File: src/spi_port_pkg.sv
// spi_port_pkg: register offsets, field layouts, reset values and engine states
// assumes: shared by the serial port control block, its checks and the bench; the byte fifo does not use it
`default_nettype none

package spi_port_pkg;

    // data path and fifo shape
    localparam int DATA_W     = 8;
    localparam int FIFO_DEPTH = 4;
    localparam int LEVEL_W    = 3;
    localparam int ADDR_W     = 5;
    localparam int CTRL_W     = 16;

    // register offsets
    localparam logic [ADDR_W-1:0] STATUS_OFS = 5'h00;
    localparam logic [ADDR_W-1:0] RX_OFS     = 5'h04;
    localparam logic [ADDR_W-1:0] TX_OFS     = 5'h08;
    localparam logic [ADDR_W-1:0] DIV_OFS    = 5'h0c;
    localparam logic [ADDR_W-1:0] CTRL_OFS   = 5'h10;

    // reset values
    localparam logic [CTRL_W-1:0] CTRL_RESET = 16'h0000;
    localparam logic [DATA_W-1:0] DIV_RESET  = 8'h00;
    localparam logic [DATA_W-1:0] ZERO_BYTE  = 8'h00;

    // one byte is sixteen clock edges, numbered 0 to 15
    localparam logic [3:0] PHASE_FIRST = 4'h0;
    localparam logic [3:0] PHASE_LAST  = 4'hf;

    // control register layout, bit 15 first
    typedef struct packed {
        logic [1:0] irq_threshold_field;
        logic       tx_fifo_flush;
        logic       rx_fifo_flush;
        logic       continuous_transfer_en;
        logic       loopback_en;
        logic       slave_miso_drive_en;
        logic       rx_overwrite_en;
        logic       zero_fill_en;
        logic       transfer_trigger_sel;
        logic       lsb_first_en;
        logic       wired_or_output_en;
        logic       clock_polarity;
        logic       clock_phase;
        logic       master_select;
        logic       port_enable;
    } ctrl_s;

    // status register layout, bit 15 first
    typedef struct packed {
        logic [3:0]         reserved;
        logic               rx_excess;
        logic [LEVEL_W-1:0] rx_level;
        logic               rx_overflow_flag;
        logic               rx_irq;
        logic               tx_irq;
        logic               tx_underflow_flag;
        logic [LEVEL_W-1:0] tx_level;
        logic               irq_pending;
    } status_s;

    typedef enum logic [1:0] {
        ST_IDLE,
        ST_RUN,
        ST_GAP
    } xfer_state_e;

endpackage : spi_port_pkg

`default_nettype wire

File: src/spi_port_control.sv
// spi_port_control: serial port engine with control, status, data and divider registers
// assumes: one clock domain on clk_in; serial pins arrive asynchronous and are synchronised
//
// Notes on behaviour
// - threshold field picks one to four shifted bytes before the transmit interrupt.
// - threshold field picks one to four held bytes for the receive interrupt.
// - transmit flush bit empties the transmit fifo while set; software clears it.
// - writes to transmit data are dropped while transmit flush is set.
// - held transmit flush sends last byte or zero per zero fill.
// - receive flush empties receive fifo, drops incoming bytes, raises no receive or overflow interrupts.
// - with receive flush and read trigger, a receive read still starts a transfer.
// - continuous master mode runs bytes back to back, select held until empty.
// - without continuous mode, one serial clock idle gap separates write-triggered frames.
// - loopback feeds the outgoing data bit back into the receiver.
// - slave output drive bit clear leaves the slave data output open drain.
// - on receive overflow, overwrite bit replaces oldest byte, else new byte dropped.
// - empty transmit fifo sends zero when zero fill set, else last byte.
// - trigger bit picks transmit write or receive read as transfer start.
// - lsb first bit selects shift direction of both data paths.
// - wired-or bit drives data outputs low only; pull-ups are external.
// - clock polarity bit sets the serial clock rest level.
// - clock phase bit moves data change to the leading clock edge.
// - master select bit makes the port generate the serial clock.
// - port enable clear stops and holds the engine idle.
// - byte arriving at full receive fifo sets overflow; status read clears it.
// - transfer start with empty transmit fifo sets underflow; status read clears it.
// - both fifos hold four bytes, levels reported as counts zero to four.
`default_nettype none

module spi_byte_fifo #(
    parameter int WIDTH = 8,
    parameter int DEPTH = 4
) (
    // clock and reset
    input  wire logic                           clk_in,
    input  wire logic                           rst_n_in,
    // filling side
    input  wire logic                           in_valid_in,
    output logic                                in_ready_out,
    input  wire logic [WIDTH-1:0]               in_data_in,
    // draining side
    output logic                                out_valid_out,
    input  wire logic                           out_ready_in,
    output logic [WIDTH-1:0]                    out_data_out,
    // control and level
    input  wire logic                           flush_in,
    output logic [$clog2(DEPTH+1)-1:0]          level_out
);
    localparam int PW = $clog2(DEPTH);
    localparam int CW = $clog2(DEPTH+1);
    localparam logic [PW-1:0] PTR_LAST = PW'(DEPTH-1);
    localparam logic [CW-1:0] CNT_FULL = CW'(DEPTH);

    logic [WIDTH-1:0] mem_r [DEPTH];
    logic [PW-1:0]    wr_ptr_r, wr_ptr_nxt;
    logic [PW-1:0]    rd_ptr_r, rd_ptr_nxt;
    logic [CW-1:0]    count_r, count_nxt;
    logic             push, pop;

    assign out_valid_out = (count_r != '0);
    assign in_ready_out  = (count_r != CNT_FULL) || out_ready_in;
    assign out_data_out  = mem_r[rd_ptr_r];
    assign level_out     = count_r;

    always_comb begin
        push       = in_valid_in && in_ready_out && !flush_in;
        pop        = out_valid_out && out_ready_in && !flush_in;
        wr_ptr_nxt = wr_ptr_r;
        rd_ptr_nxt = rd_ptr_r;
        count_nxt  = count_r;
        if (flush_in) begin
            wr_ptr_nxt = '0;
            rd_ptr_nxt = '0;
            count_nxt  = '0;
        end else begin
            if (push) begin
                wr_ptr_nxt = (wr_ptr_r == PTR_LAST) ? '0 : wr_ptr_r + 1'b1;
            end
            if (pop) begin
                rd_ptr_nxt = (rd_ptr_r == PTR_LAST) ? '0 : rd_ptr_r + 1'b1;
            end
            if (push && !pop) begin
                count_nxt = count_r + 1'b1;
            end else if (pop && !push) begin
                count_nxt = count_r - 1'b1;
            end
        end
    end

    always_ff @(posedge clk_in or negedge rst_n_in) begin
        if (!rst_n_in) begin
            wr_ptr_r <= '0;
            rd_ptr_r <= '0;
            count_r  <= '0;
        end else begin
            wr_ptr_r <= wr_ptr_nxt;
            rd_ptr_r <= rd_ptr_nxt;
            count_r  <= count_nxt;
        end
    end

    // per-entry storage
    for (genvar i = 0; i < DEPTH; i++) begin : g_entry
        always_ff @(posedge clk_in or negedge rst_n_in) begin
            if (!rst_n_in) begin
                mem_r[i] <= '0;
            end else if (push && (wr_ptr_r == PW'(i))) begin
                mem_r[i] <= in_data_in;
            end
        end
    end

endmodule : spi_byte_fifo

module spi_port_control
    import spi_port_pkg::*;
(
    // clock and reset
    input  wire logic               clk_in,
    input  wire logic               rst_n_in,
    // register port
    input  wire logic               reg_wr_in,
    input  wire logic               reg_rd_in,
    input  wire logic [ADDR_W-1:0]  reg_addr_in,
    input  wire logic [CTRL_W-1:0]  reg_wdata_in,
    output logic [CTRL_W-1:0]       reg_rdata_out,
    output logic                    tx_space_out,
    output logic                    irq_out,
    // serial clock pin
    input  wire logic               sclk_in,
    output logic                    sclk_out,
    output logic                    sclk_oe_out,
    // data pins
    input  wire logic               mosi_in,
    output logic                    mosi_out,
    output logic                    mosi_oe_out,
    input  wire logic               miso_in,
    output logic                    miso_out,
    output logic                    miso_oe_out,
    // chip select pins
    input  wire logic               chip_select_pin_n_in,
    output logic                    chip_select_pin_n_out
);
    ctrl_s              ctrl_r, ctrl_nxt;
    logic [DATA_W-1:0]  div_r, div_nxt;
    logic [CTRL_W-1:0]  rdata_r, rdata_nxt;
    logic               ovf_r, ovf_nxt, uf_r, uf_nxt;
    logic               rxirq_r, rxirq_nxt, txirq_r, txirq_nxt, isr_r, isr_nxt;

    xfer_state_e        state_r, state_nxt;
    logic [DATA_W-1:0]  div_cnt_r, div_cnt_nxt;
    logic [3:0]         phase_r, phase_nxt;
    logic [DATA_W-1:0]  tx_sh_r, tx_sh_nxt, rx_sh_r, rx_sh_nxt, last_tx_r, last_tx_nxt;
    logic               sclk_lvl_r, sclk_lvl_nxt, cs_act_r, cs_act_nxt;
    logic               out_bit_r, out_bit_nxt, start_pend_r, start_pend_nxt;
    logic [1:0]         tx_done_r, tx_done_nxt;
    logic               sclk_pin_r;

    logic               sclk_s1, sclk_s2, sclk_prev_r, mosi_s1, mosi_s2;
    logic               miso_s1, miso_s2, cs_s1, cs_s2;

    logic               tx_wr, rx_rd, st_rd;
    logic               tx_valid, tx_pop, rx_full, rx_push, rx_pop, rx_valid;
    logic [DATA_W-1:0]  tx_head, rx_head, rx_byte, load_byte, rx_ins;
    logic [LEVEL_W-1:0] tx_level, rx_level;
    logic               edge_ev, lead, sample, shift, load, byte_done, in_bit;
    logic               uf_set, ovf_set, rxirq_set, txirq_set, od_mode;
    status_s            status;

    // two-flop synchronisers on every serial input
    always_ff @(posedge clk_in or negedge rst_n_in) begin
        if (!rst_n_in) begin
            sclk_s1     <= 1'b0;
            sclk_s2     <= 1'b0;
            sclk_prev_r <= 1'b0;
            mosi_s1     <= 1'b0;
            mosi_s2     <= 1'b0;
            miso_s1     <= 1'b0;
            miso_s2     <= 1'b0;
            cs_s1       <= 1'b1;
            cs_s2       <= 1'b1;
        end else begin
            sclk_s1     <= sclk_in;
            sclk_s2     <= sclk_s1;
            sclk_prev_r <= sclk_s2;
            mosi_s1     <= mosi_in;
            mosi_s2     <= mosi_s1;
            miso_s1     <= miso_in;
            miso_s2     <= miso_s1;
            cs_s1       <= chip_select_pin_n_in;
            cs_s2       <= cs_s1;
        end
    end

    // fifos
    spi_byte_fifo #(.WIDTH(DATA_W), .DEPTH(FIFO_DEPTH)) u_tx_fifo (
        .clk_in        (clk_in),
        .rst_n_in      (rst_n_in),
        .in_valid_in   (tx_wr && !ctrl_r.tx_fifo_flush),
        .in_ready_out  (tx_space_out),
        .in_data_in    (reg_wdata_in[DATA_W-1:0]),
        .out_valid_out (tx_valid),
        .out_ready_in  (tx_pop),
        .out_data_out  (tx_head),
        .flush_in      (ctrl_r.tx_fifo_flush),
        .level_out     (tx_level)
    );

    spi_byte_fifo #(.WIDTH(DATA_W), .DEPTH(FIFO_DEPTH)) u_rx_fifo (
        .clk_in        (clk_in),
        .rst_n_in      (rst_n_in),
        .in_valid_in   (rx_push),
        .in_ready_out  (),
        .in_data_in    (rx_byte),
        .out_valid_out (rx_valid),
        .out_ready_in  (rx_pop),
        .out_data_out  (rx_head),
        .flush_in      (ctrl_r.rx_fifo_flush),
        .level_out     (rx_level)
    );

    assign tx_wr   = reg_wr_in && (reg_addr_in == TX_OFS);
    assign rx_rd   = reg_rd_in && (reg_addr_in == RX_OFS);
    assign st_rd   = reg_rd_in && (reg_addr_in == STATUS_OFS);
    assign rx_full = (rx_level == LEVEL_W'(FIFO_DEPTH));
    assign in_bit  = ctrl_r.loopback_en ? out_bit_r
                   : (ctrl_r.master_select ? miso_s2 : mosi_s2);

    // transfer engine
    always_comb begin
        state_nxt      = state_r;
        div_cnt_nxt    = div_cnt_r;
        phase_nxt      = phase_r;
        sclk_lvl_nxt   = sclk_lvl_r;
        cs_act_nxt     = cs_act_r;
        start_pend_nxt = start_pend_r;
        edge_ev        = 1'b0;
        load           = 1'b0;
        if (rx_rd && !ctrl_r.transfer_trigger_sel && ctrl_r.master_select) begin
            start_pend_nxt = 1'b1;
        end
        if (!ctrl_r.port_enable) begin
            state_nxt      = ST_IDLE;
            cs_act_nxt     = 1'b0;
            sclk_lvl_nxt   = 1'b0;
            start_pend_nxt = 1'b0;
            phase_nxt      = PHASE_FIRST;
        end else if (ctrl_r.master_select) begin
            case (state_r)
                ST_IDLE: begin
                    if (start_pend_r || (ctrl_r.transfer_trigger_sel && tx_valid)) begin
                        load           = 1'b1;
                        state_nxt      = ST_RUN;
                        cs_act_nxt     = 1'b1;
                        div_cnt_nxt    = div_r;
                        phase_nxt      = PHASE_FIRST;
                        start_pend_nxt = 1'b0;
                    end
                end
                ST_RUN: begin
                    if (div_cnt_r == ZERO_BYTE) begin
                        div_cnt_nxt  = div_r;
                        edge_ev      = 1'b1;
                        sclk_lvl_nxt = !sclk_lvl_r;
                        phase_nxt    = phase_r + 1'b1;
                        if (phase_r == PHASE_LAST) begin
                            if (ctrl_r.continuous_transfer_en && tx_valid) begin
                                load = 1'b1;
                            end else if (tx_valid && ctrl_r.transfer_trigger_sel) begin
                                state_nxt  = ST_GAP;
                                cs_act_nxt = 1'b0;
                            end else begin
                                state_nxt  = ST_IDLE;
                                cs_act_nxt = 1'b0;
                            end
                        end
                    end else begin
                        div_cnt_nxt = div_cnt_r - 1'b1;
                    end
                end
                ST_GAP: begin
                    if (div_cnt_r == ZERO_BYTE) begin
                        div_cnt_nxt = div_r;
                        phase_nxt   = phase_r + 1'b1;
                        if (phase_r[0]) begin
                            state_nxt = ST_IDLE;
                        end
                    end else begin
                        div_cnt_nxt = div_cnt_r - 1'b1;
                    end
                end
                default: state_nxt = ST_IDLE;
            endcase
        end else begin
            start_pend_nxt = 1'b0;
            cs_act_nxt     = !cs_s2;
            if (cs_s2) begin
                state_nxt = ST_IDLE;
                phase_nxt = PHASE_FIRST;
            end else if (state_r == ST_IDLE) begin
                load      = 1'b1;
                state_nxt = ST_RUN;
                phase_nxt = PHASE_FIRST;
            end else if (sclk_s2 != sclk_prev_r) begin
                edge_ev   = 1'b1;
                phase_nxt = phase_r + 1'b1;
                if (phase_r == PHASE_LAST) begin
                    load = 1'b1;
                end
            end
        end
    end

    // shift data path
    always_comb begin
        lead      = !phase_r[0];
        sample    = edge_ev && (lead ^ ctrl_r.clock_phase);
        shift     = edge_ev && !(lead ^ ctrl_r.clock_phase) && (phase_r != PHASE_FIRST);
        byte_done = edge_ev && (phase_r == PHASE_LAST);
        rx_ins    = ctrl_r.lsb_first_en ? {in_bit, rx_sh_r[DATA_W-1:1]}
                                        : {rx_sh_r[DATA_W-2:0], in_bit};
        rx_byte   = sample ? rx_ins : rx_sh_r;
        rx_sh_nxt = sample ? rx_ins : rx_sh_r;
        tx_sh_nxt = tx_sh_r;
        if (shift) begin
            tx_sh_nxt = ctrl_r.lsb_first_en ? {1'b0, tx_sh_r[DATA_W-1:1]}
                                            : {tx_sh_r[DATA_W-2:0], 1'b0};
        end
        tx_pop      = load && tx_valid;
        uf_set      = load && !tx_valid;
        load_byte   = tx_valid ? tx_head
                    : (ctrl_r.zero_fill_en ? ZERO_BYTE : last_tx_r);
        last_tx_nxt = last_tx_r;
        if (load) begin
            tx_sh_nxt   = load_byte;
            last_tx_nxt = load_byte;
        end
        out_bit_nxt = ctrl_r.lsb_first_en ? tx_sh_nxt[0] : tx_sh_nxt[DATA_W-1];
        // receive side with overflow policy
        ovf_set   = byte_done && !ctrl_r.rx_fifo_flush && rx_full;
        rx_push   = byte_done && !ctrl_r.rx_fifo_flush
                    && (!rx_full || ctrl_r.rx_overwrite_en);
        rx_pop    = (rx_rd && rx_valid) || (rx_push && rx_full);
        rxirq_set = rx_push && !ctrl_r.transfer_trigger_sel
                    && (rx_level >= LEVEL_W'(ctrl_r.irq_threshold_field));
        txirq_set = byte_done && ctrl_r.transfer_trigger_sel
                    && (tx_done_r == ctrl_r.irq_threshold_field);
        tx_done_nxt = tx_done_r;
        if (!ctrl_r.transfer_trigger_sel) begin
            tx_done_nxt = '0;
        end else if (byte_done) begin
            tx_done_nxt = txirq_set ? '0 : tx_done_r + 1'b1;
        end
    end

    always_ff @(posedge clk_in or negedge rst_n_in) begin
        if (!rst_n_in) begin
            state_r      <= ST_IDLE;
            div_cnt_r    <= DIV_RESET;
            phase_r      <= PHASE_FIRST;
            sclk_lvl_r   <= 1'b0;
            cs_act_r     <= 1'b0;
            start_pend_r <= 1'b0;
            tx_sh_r      <= ZERO_BYTE;
            rx_sh_r      <= ZERO_BYTE;
            last_tx_r    <= ZERO_BYTE;
            out_bit_r    <= 1'b0;
            tx_done_r    <= '0;
            sclk_pin_r   <= 1'b0;
        end else begin
            state_r      <= state_nxt;
            div_cnt_r    <= div_cnt_nxt;
            phase_r      <= phase_nxt;
            sclk_lvl_r   <= sclk_lvl_nxt;
            cs_act_r     <= cs_act_nxt;
            start_pend_r <= start_pend_nxt;
            tx_sh_r      <= tx_sh_nxt;
            rx_sh_r      <= rx_sh_nxt;
            last_tx_r    <= last_tx_nxt;
            out_bit_r    <= out_bit_nxt;
            tx_done_r    <= tx_done_nxt;
            sclk_pin_r   <= sclk_lvl_nxt ^ ctrl_r.clock_polarity;
        end
    end

    // registers, status flags and read data
    always_comb begin
        status                   = '0;
        status.rx_excess         = rx_level > (LEVEL_W'(ctrl_r.irq_threshold_field) + 1'b1);
        status.rx_level          = rx_level;
        status.rx_overflow_flag  = ovf_r;
        status.rx_irq            = rxirq_r;
        status.tx_irq            = txirq_r;
        status.tx_underflow_flag = uf_r;
        status.tx_level          = tx_level;
        status.irq_pending       = isr_r;
        ctrl_nxt = ctrl_r;
        div_nxt  = div_r;
        if (reg_wr_in && (reg_addr_in == CTRL_OFS)) begin
            ctrl_nxt = ctrl_s'(reg_wdata_in);
        end
        if (reg_wr_in && (reg_addr_in == DIV_OFS)) begin
            div_nxt = reg_wdata_in[DATA_W-1:0];
        end
        rdata_nxt = rdata_r;
        if (reg_rd_in) begin
            case (reg_addr_in)
                STATUS_OFS: rdata_nxt = status;
                RX_OFS:     rdata_nxt = CTRL_W'(rx_head);
                TX_OFS:     rdata_nxt = CTRL_W'(last_tx_r);
                DIV_OFS:    rdata_nxt = CTRL_W'(div_r);
                CTRL_OFS:   rdata_nxt = ctrl_r;
                default:    rdata_nxt = '0;
            endcase
        end
        // a status read clears, but an event in the same cycle wins
        ovf_nxt   = ovf_set   || (ovf_r   && !st_rd);
        uf_nxt    = uf_set    || (uf_r    && !st_rd);
        rxirq_nxt = rxirq_set || (rxirq_r && !st_rd);
        txirq_nxt = txirq_set || (txirq_r && !st_rd);
        isr_nxt   = rxirq_set || txirq_set
                    || (ovf_set && !ctrl_r.rx_fifo_flush)
                    || (uf_set && !ctrl_r.tx_fifo_flush)
                    || (isr_r && !st_rd);
    end

    always_ff @(posedge clk_in or negedge rst_n_in) begin
        if (!rst_n_in) begin
            ctrl_r  <= ctrl_s'(CTRL_RESET);
            div_r   <= DIV_RESET;
            rdata_r <= '0;
            ovf_r   <= 1'b0;
            uf_r    <= 1'b0;
            rxirq_r <= 1'b0;
            txirq_r <= 1'b0;
            isr_r   <= 1'b0;
        end else begin
            ctrl_r  <= ctrl_nxt;
            div_r   <= div_nxt;
            rdata_r <= rdata_nxt;
            ovf_r   <= ovf_nxt;
            uf_r    <= uf_nxt;
            rxirq_r <= rxirq_nxt;
            txirq_r <= txirq_nxt;
            isr_r   <= isr_nxt;
        end
    end

    // pins
    assign od_mode               = ctrl_r.wired_or_output_en;
    assign reg_rdata_out         = rdata_r;
    assign irq_out               = isr_r;
    assign sclk_out              = sclk_pin_r;
    assign sclk_oe_out           = ctrl_r.port_enable && ctrl_r.master_select;
    assign mosi_out              = out_bit_r;
    assign mosi_oe_out           = ctrl_r.port_enable && ctrl_r.master_select
                                   && (!od_mode || !out_bit_r);
    assign miso_out              = out_bit_r;
    assign miso_oe_out           = ctrl_r.port_enable && !ctrl_r.master_select && !cs_s2
                                   && (!(od_mode || !ctrl_r.slave_miso_drive_en)
                                       || !out_bit_r);
    assign chip_select_pin_n_out = !(cs_act_r && ctrl_r.master_select);

endmodule : spi_port_control

`default_nettype wire

File: config.mk
export PLATFORM = sky130hd
export DESIGN_NAME = spi_port_control
export DESIGN_NICKNAME = d
export VERILOG_FILES = /design/src/spi_port_pkg.sv /design/src/spi_port_control.sv
export SDC_FILE = /design/constraint.sdc
export NUM_CORES = 1
export LEC_CHECK = 0
export BUFFER_PORTS_ARGS = -buffer_cell sky130_fd_sc_hd__buf_2
export CAP_MARGIN = 5
export CORE_ASPECT_RATIO = 1.25
export CORE_MARGIN = 4
export CORE_UTILIZATION = 41
export DETAILED_ROUTE_END_ITERATION = 7
export SYNTH_ARGS = -nofsm -noshare
export SYNTH_HDL_FRONTEND = slang
export SYNTH_SLANG_ARGS = --single-unit
File: constraint.sdc
create_clock -name clk_in -period 10 [get_ports clk_in]
set_input_delay 0.5 -clock clk_in [delete_from_list [all_inputs] [get_ports clk_in]]
set_output_delay 0.5 -clock clk_in [all_outputs]
set_load 0.03 [all_outputs]
======== Yosys cells after proc, flatten, opt, wreduce, memory -nomap -nowiden ========
Cells that the tools add are included.
word-level totals
  output and inout bits ................... 25
  bits of input ports ..................... 29
  flip-flop bits (word level) ............. 177
  logic and storage cells ................. 321
operators by class
  bitwise logic cells ..................... 4
  multiplexer cells ....................... 95
  equality and inequality tests ........... 33
  reduce and logical (&&, ||, !) cells .... 115
  $add $sub $neg .......................... 12
  order comparisons ....................... 4
operator list
  operator                                               number
  two-way mux 8 bit                                      13
  case mux 16 bit (5 select lines)                       1
  logical AND 1 bit                                      58
  two-way mux 2 bit                                      26
  two-way mux 1 bit                                      35
  binary-select mux 8 bit (select 2 bit)                 2
  two-way mux 4 bit                                      7
  inequality test 4 bit, second input constant           6
  logical NOT 1 bit                                      20
  two-way mux 3 bit                                      6
  logical OR 1 bit                                       16
  case mux 8 bit (2 select lines)                        1
  == test 2 bit, second input constant                   7
  nonzero test 2 bit                                     6
  nonzero test 3 bit                                     4
  adder 2 x 1 -> 2 bit, second input constant            5
  == test 5 x 4 -> 1 bit, second input constant          2
  logical NOT 8 bit                                      1
  inequality test 4 x 3 -> 1 bit, second input constant  2
  case mux 4 bit (2 select lines)                        1
  AND reduction 4 bit                                    2
  subtractor 8 x 1 -> 8 bit, second input constant       1
  AND reduction 7 bit                                    1
  adder 3 x 1 -> 3 bit, second input constant            2
  28 further kinds                                       38

======== Depth between registers and ports, before layout ========
  depth in word-level cells ............... 19
  depth in mapped cells ................... 12
  mapped depth without buffers ............ 11

======== Hierarchy ========
Synthesis repeated with hierarchy kept, for this count alone.
second synthesis, totals
  cells, all modules ...................... 768
  area total of the unflattened synthesis .. 8959.8 sq um
by module, submodules not included
  module            times used  cells an instance  seq. area each (sq um)  area each (sq um)
  spi_port_control  1           502                2479.9                  5038.6
  spi_byte_fifo     2           133                975.9                   1960.6

======== Worst setup path after synthesis ========
OpenSTA, ideal clock, no wires.
  path type ............................... register to register
  start point ............................. register state_r[0]
  end point ............................... register u_rx_fifo.count_r[2] (netlist: u_rx_fifo.level_out[2])
  library setup time ...................... 0.125 ns
  buffers on the path ..................... 0
  cell stages (with the launch flop) ...... 12
  setup slack ............................. 6.739 ns
  data arrival time ....................... 3.136 ns
  clock period less this slack ............ 3.261 ns
  required time ........................... 9.875 ns
  cell sequence ........................... dfrtp_1 -> inv_1 -> ha_1 -> or4b_1 -> o21ai_1 -> nand2_1 -> o22ai_2 -> nor2b_1 -> fa_1 -> or3_1 -> mux2i_1 -> mux2_2
between the ends
  longest elaborated chain between the ends .. 16
  elaborated cells on any way between the ends .. 24
  classes of those cells .................. eq/ne (1); mux (7); reduce/logical (16)
ends and longest elaborated chain
  item                                                            line                                            text
  start: declaration                                              spi_port_control.sv:150                         xfer_state_e state_r, state_nxt;
  start signal: assignment                                        spi_port_control.sv:371                         state_r <= state_nxt;
  logical NOT 2 bit                                               spi_port_control.sv:300                         end else if (state_r == ST_IDLE) begin
  two-way mux 1 bit                                               spi_port_control.sv:300
  two-way mux 1 bit                                               spi_port_control.sv:297                         if (cs_s2) begin
  two-way mux 1 bit (*)                                           spi_port_control.sv:248                         end else if (ctrl_r.master_select) begin
  two-way mux 1 bit (*)                                           spi_port_control.sv:242                         if (!ctrl_r.port_enable) begin
  logical AND 1 bit (*)                                           spi_port_control.sv:319                         byte_done = edge_ev && (phase_r == PHASE_LAST);
  logical AND 1 bit (*)                                           spi_port_control.sv:341                         rx_push = byte_done && !ctrl_r.rx_fifo_flush
  logical AND 1 bit (*)                                           spi_port_control.sv:342                         && (!rx_full || ctrl_r.rx_overwrite_en);
  logical AND 1 bit                                               spi_port_control.sv:343                         rx_pop = (rx_rd && rx_valid) || (rx_push && rx_full);
  logical OR 1 bit                                                spi_port_control.sv:343
  logical OR 1 bit / logical AND 1 bit (equally long branches)    spi_port_control.sv:61, spi_port_control.sv:67
  logical AND 1 bit, on equally long branches                     spi_port_control.sv:66, spi_port_control.sv:67
  logical AND 1 bit / logical NOT 1 bit (equally long branches)   spi_port_control.sv:66, spi_port_control.sv:82
  logical AND 1 bit / logical NOT 1 bit (equally long branches)   spi_port_control.sv:82, spi_port_control.sv:84
  two-way mux 3 bit / logical AND 1 bit (equally long branches)   spi_port_control.sv:82, spi_port_control.sv:84
  two-way mux 3 bit / nonzero test 3 bit (equally long branches)  -
  end signal: assignment                                          spi_port_control.sv:98                          count_r <= count_nxt;
  end: declaration                                                spi_port_control.sv:57                          logic [CW-1:0] count_r, count_nxt;
Every way passes the cells marked *; elsewhere a longest branch is shown, timed or not.
A chain may end at the register's enable or synchronous reset.

======== Worst setup path in the final report ========
Same ends and word-level chain as after synthesis.

==> impl_metrics.tcl <==
set metrics [dict create \
    outcome "finished, final reports clean" \
    start_kind "flip-flop" \
    dp_cells 1066 \
    wl_per_cell_um 19.35 \
    first_iter_violations 506 \
    crit_required_ns 10.32 \
    viasPerCell 5.533 \
    critPathKind "reg -> reg" \
    yosysSeqAreaShare_pct 50.45 \
    first_global_vias 6206 \
    crit_fanout 7 \
    grtUsageTotal_pct 18.58 \
    cts_num_sinks 177 \
    placed_cell_area_um2 9253 \
    worst_pin_slew_ns 1.036 \
    synthesis.nets 828 \
    syn_avg_cell_area_um2 11.34 \
    synthFlopType "dfrtp_1" \
    gp_congestion 0.9049 \
    cts_tree "done" \
    final-max-slew-violation-count 0 \
    syn_area_um2 8785 \
    cap_violations 0 \
    ys_warn_count 0 \
    cts_root_buffer "clkbuf_16" \
    drc 0 \
    cts_buffer_depth 2 \
    slew_headroom_pct 29.94 \
    areaGrowthSynthToFinish_pct 11.79 \
    layout.nets 864 \
    placeableCoreArea_um2 20970 \
    clock_skew_ns 0.01115 \
    final_core_util_pct 46.84 \
    clock_latency_ns 0.44 \
    num_io_pins 54 \
    worstPathArrival_ns 3.88 \
    ff2ff_setup_slack_ns 6.44 \
    htree_levels 4 \
    peakVddDrop_mv 0.1368 \
    first_pass_iters 5 \
    start_util_pct 41.90 \
    diodes 0 \
    ys_ff_latch 177 \
    fin_cells 1098 \
    drive_gt1_share_pct 25.61 \
    fin_area_um2 9821 \
    grt_overflow 0 \
    rsz0062_at_grt "no" \
    rr_worst_depth 11 \
    numCtsBuffers 17 \
    ant_nets 0 \
    grt_pass1_wl_mm 34.77 \
    portBuffers 53 \
    dp_hpwl_mm 15.10 \
    worstReg2RegStart "state_r[0]$_DFFE_PN0P_" \
    clk_pin_slew_worst_paths_ns 0.08 \
    critPathCaptureType "flip-flop" \
    syn_inst 775 \
    max_freq_ghz 0.2808 \
    async_flop_share_pct 100.0 \
    vias 6075 \
    p_total_w 0.002077 \
    grt_max_degree 64 \
    fin_crit_sh_pct 35.62 \
    period_needed_ns 3.562 \
    die_y_um 171.7 \
    hold_viol 0 \
    finalSetupViolCount 0 \
    routed_wl_mm 21.25 \
    leakage_nw 4.448 \
    finalSetupTns_ns 0 \
    synth_edf_count 0 \
    holdCritPathClass "in -> async" \
    powerDensity_nw_per_um2 211.5 \
    postCtsHoldBufs 0 \
    post-cts-setup-buffers 0 \
    dieArea_um2 23850 \
    antenna_found_initial 0 \
    cts_resized 0 \
    die_w_um 138.9 \
    ys_types 62 \
    rows 59 \
    worst_r2r_endpoint "u_rx_fifo.level_out[2]$_DFFE_PN0P_" \
]
==> Yosys cell counts (2+ instances only) <==
library cell / n / area, um2
buf_4: 4 / 30.03
or3_1: 8 / 50.05
a21oi_1: 32 / 160.2
a22o_1: 2 / 17.52
dfrtp_1: 175 / 4379
mux2i_1: 19 / 190.2
nand4_1: 2 / 12.51
nand3_1: 18 / 90.09
o22ai_1: 15 / 93.84
inv_1: 50 / 187.7
a22oi_1: 4 / 30.03
buf_1: 2 / 7.510
o21ai_1: 5 / 25.02
o21a_1: 3 / 22.52
a21o_1: 2 / 15.01
nor2_1: 52 / 195.2
dfstp_2: 2 / 52.55
nor2b_1: 7 / 43.79
o211ai_1: 2 / 15.01
mux2_2: 92 / 1036
xor2_1: 3 / 26.28
nor3_1: 12 / 60.06
a221oi_1: 10 / 87.58
xnor2_1: 4 / 35.03
a211oi_1: 14 / 105.1
fa_1: 2 / 40.04
mux4_2: 16 / 360.4
nand2b_1: 5 / 31.28
and2_1: 14 / 87.58
nor3b_1: 10 / 75.07
clkbuf_1: 27 / 101.4
buf_2: 6 / 30.03
a31o_2: 2 / 17.52
nor4b_1: 2 / 17.52
or4_1: 3 / 22.52
nand2_1: 52 / 195.2
o31ai_1: 4 / 30.03
a222oi_1: 8 / 80.08
nor3b_2: 2 / 25.02
o21ai_0: 34 / 170.2
a32o_1: 2 / 20.02
ha_1: 22 / 275.3
and3_1: 6 / 37.54
==> stage by stage <==
stage                     setup slack [ns]  hold WS [ns]
after floorplan                      6.739        0.2044
after global placement               6.498        0.3320
after detailed placement             6.448        0.3347
after CTS                            6.452       0.01222
after global routing                 6.148       0.02938
final                                6.438      0.003786
==> logic make-up after synthesis <==
logic type / synth area share (%)
buf+inv: 4.059
compound gates: 11.54
mux: 18.06
xor+xnor: 0.6979
flops: 50.45
simple gates: 11.61
fa+ha+maj: 3.589
==> placed cells by master, fill, tap and decap left out, types with 5 or more instances in the layout <==
master / n
a211oi_1: 14
a21oi_1: 32
a221oi_1: 10
a222oi_1: 8
and2_1: 14
and3_1: 6
buf_2: 52
clkbuf_16: 17
clkinvlp_4: 5
dfrtp_1: 175
ha_1: 22
inv_1: 50
mux2_2: 92
mux2i_1: 19
mux4_2: 16
nand2_1: 52
nand2b_1: 5
nand3_1: 18
nor2_1: 52
nor2b_1: 7
nor3_1: 12
nor3b_1: 10
o21ai_0: 34
o21ai_1: 5
o22ai_1: 15
or3_1: 8
==> cell type report <==
class,count,area [um2]
Inverter,50,187.7
Fill cell,1977,11140
Clock buffer,17,425.4
Clock inverter,15,142.6
Multi-Input combinational cell,509,3996
Tap cell,274,342.8
Sequential cell,177,4432
Timing Repair Buffer,56,294.0
==> worst max path at each step <==
stage,depth (start not counted),from,to,slack [ns]
after detailed placement,10,reg_addr_in[4],u_rx_fifo.level_out[2]$_DFFE_PN0P_,6.45
after floorplan,11,state_r[0]$_DFFE_PN0P_,u_rx_fifo.level_out[2]$_DFFE_PN0P_,6.74
after global placement,10,reg_addr_in[4],u_rx_fifo.level_out[2]$_DFFE_PN0P_,6.50
after global routing,11,state_r[0]$_DFFE_PN0P_,u_rx_fifo.level_out[2]$_DFFE_PN0P_,6.15
final,11,state_r[0]$_DFFE_PN0P_,u_rx_fifo.level_out[2]$_DFFE_PN0P_,6.44
after CTS,8,div_cnt_r[0]$_DFFE_PN0P_,tx_space_out,6.45
==> flip-flops by register name, indices dropped and copies added, names as in the netlist, 2 cells and up <==
signal               cells
ctrl_r                  15
div_cnt_r                8
div_r                    8
last_tx_r                8
phase_r                  4
reg_rdata_out           16
rx_sh_r                  8
state_r                  2
tx_done_r                2
tx_sh_r                  8
u_rx_fifo.level_out      3
u_rx_fifo.mem_r         32
u_rx_fifo.rd_ptr_r       2
u_rx_fifo.wr_ptr_r       2
u_tx_fifo.level_out      3
u_tx_fifo.mem_r         32
u_tx_fifo.rd_ptr_r       2
u_tx_fifo.wr_ptr_r       2
==> routing by layer <==
metal  global-route usage, %  up-vias  wire length [um]
met5                       0        -                 0
met1                   24.49     3072              9436
met4                   5.362        0               296
met3                   3.226       24               756
li1                        -     2862                 -
met2                   31.79      117             10760
==> report_power, final <==
part           switching [W]  internal (W)  total [W]
registers           0.000145      0.000818   0.000963
logic               0.000264      0.000208   0.000472
clock network       0.000312      0.000329   0.000642
total               0.000721       0.00136    0.00208
==> worst max-delay path, stage by stage, from the launching register on <==
cell and delay, ns:
dfrtp_1 0.37, inv_1 0.08, ha_1 0.29, or4b_1 0.57, o21ai_1 0.28, nand2_1 0.14, o22ai_2 0.36, nor2b_1 0.11
fa_1 0.38, or3_1 0.37, mux2i_1 0.15, mux2_2 0.35
No activity file was read; power rests on OpenSTA's default activity.
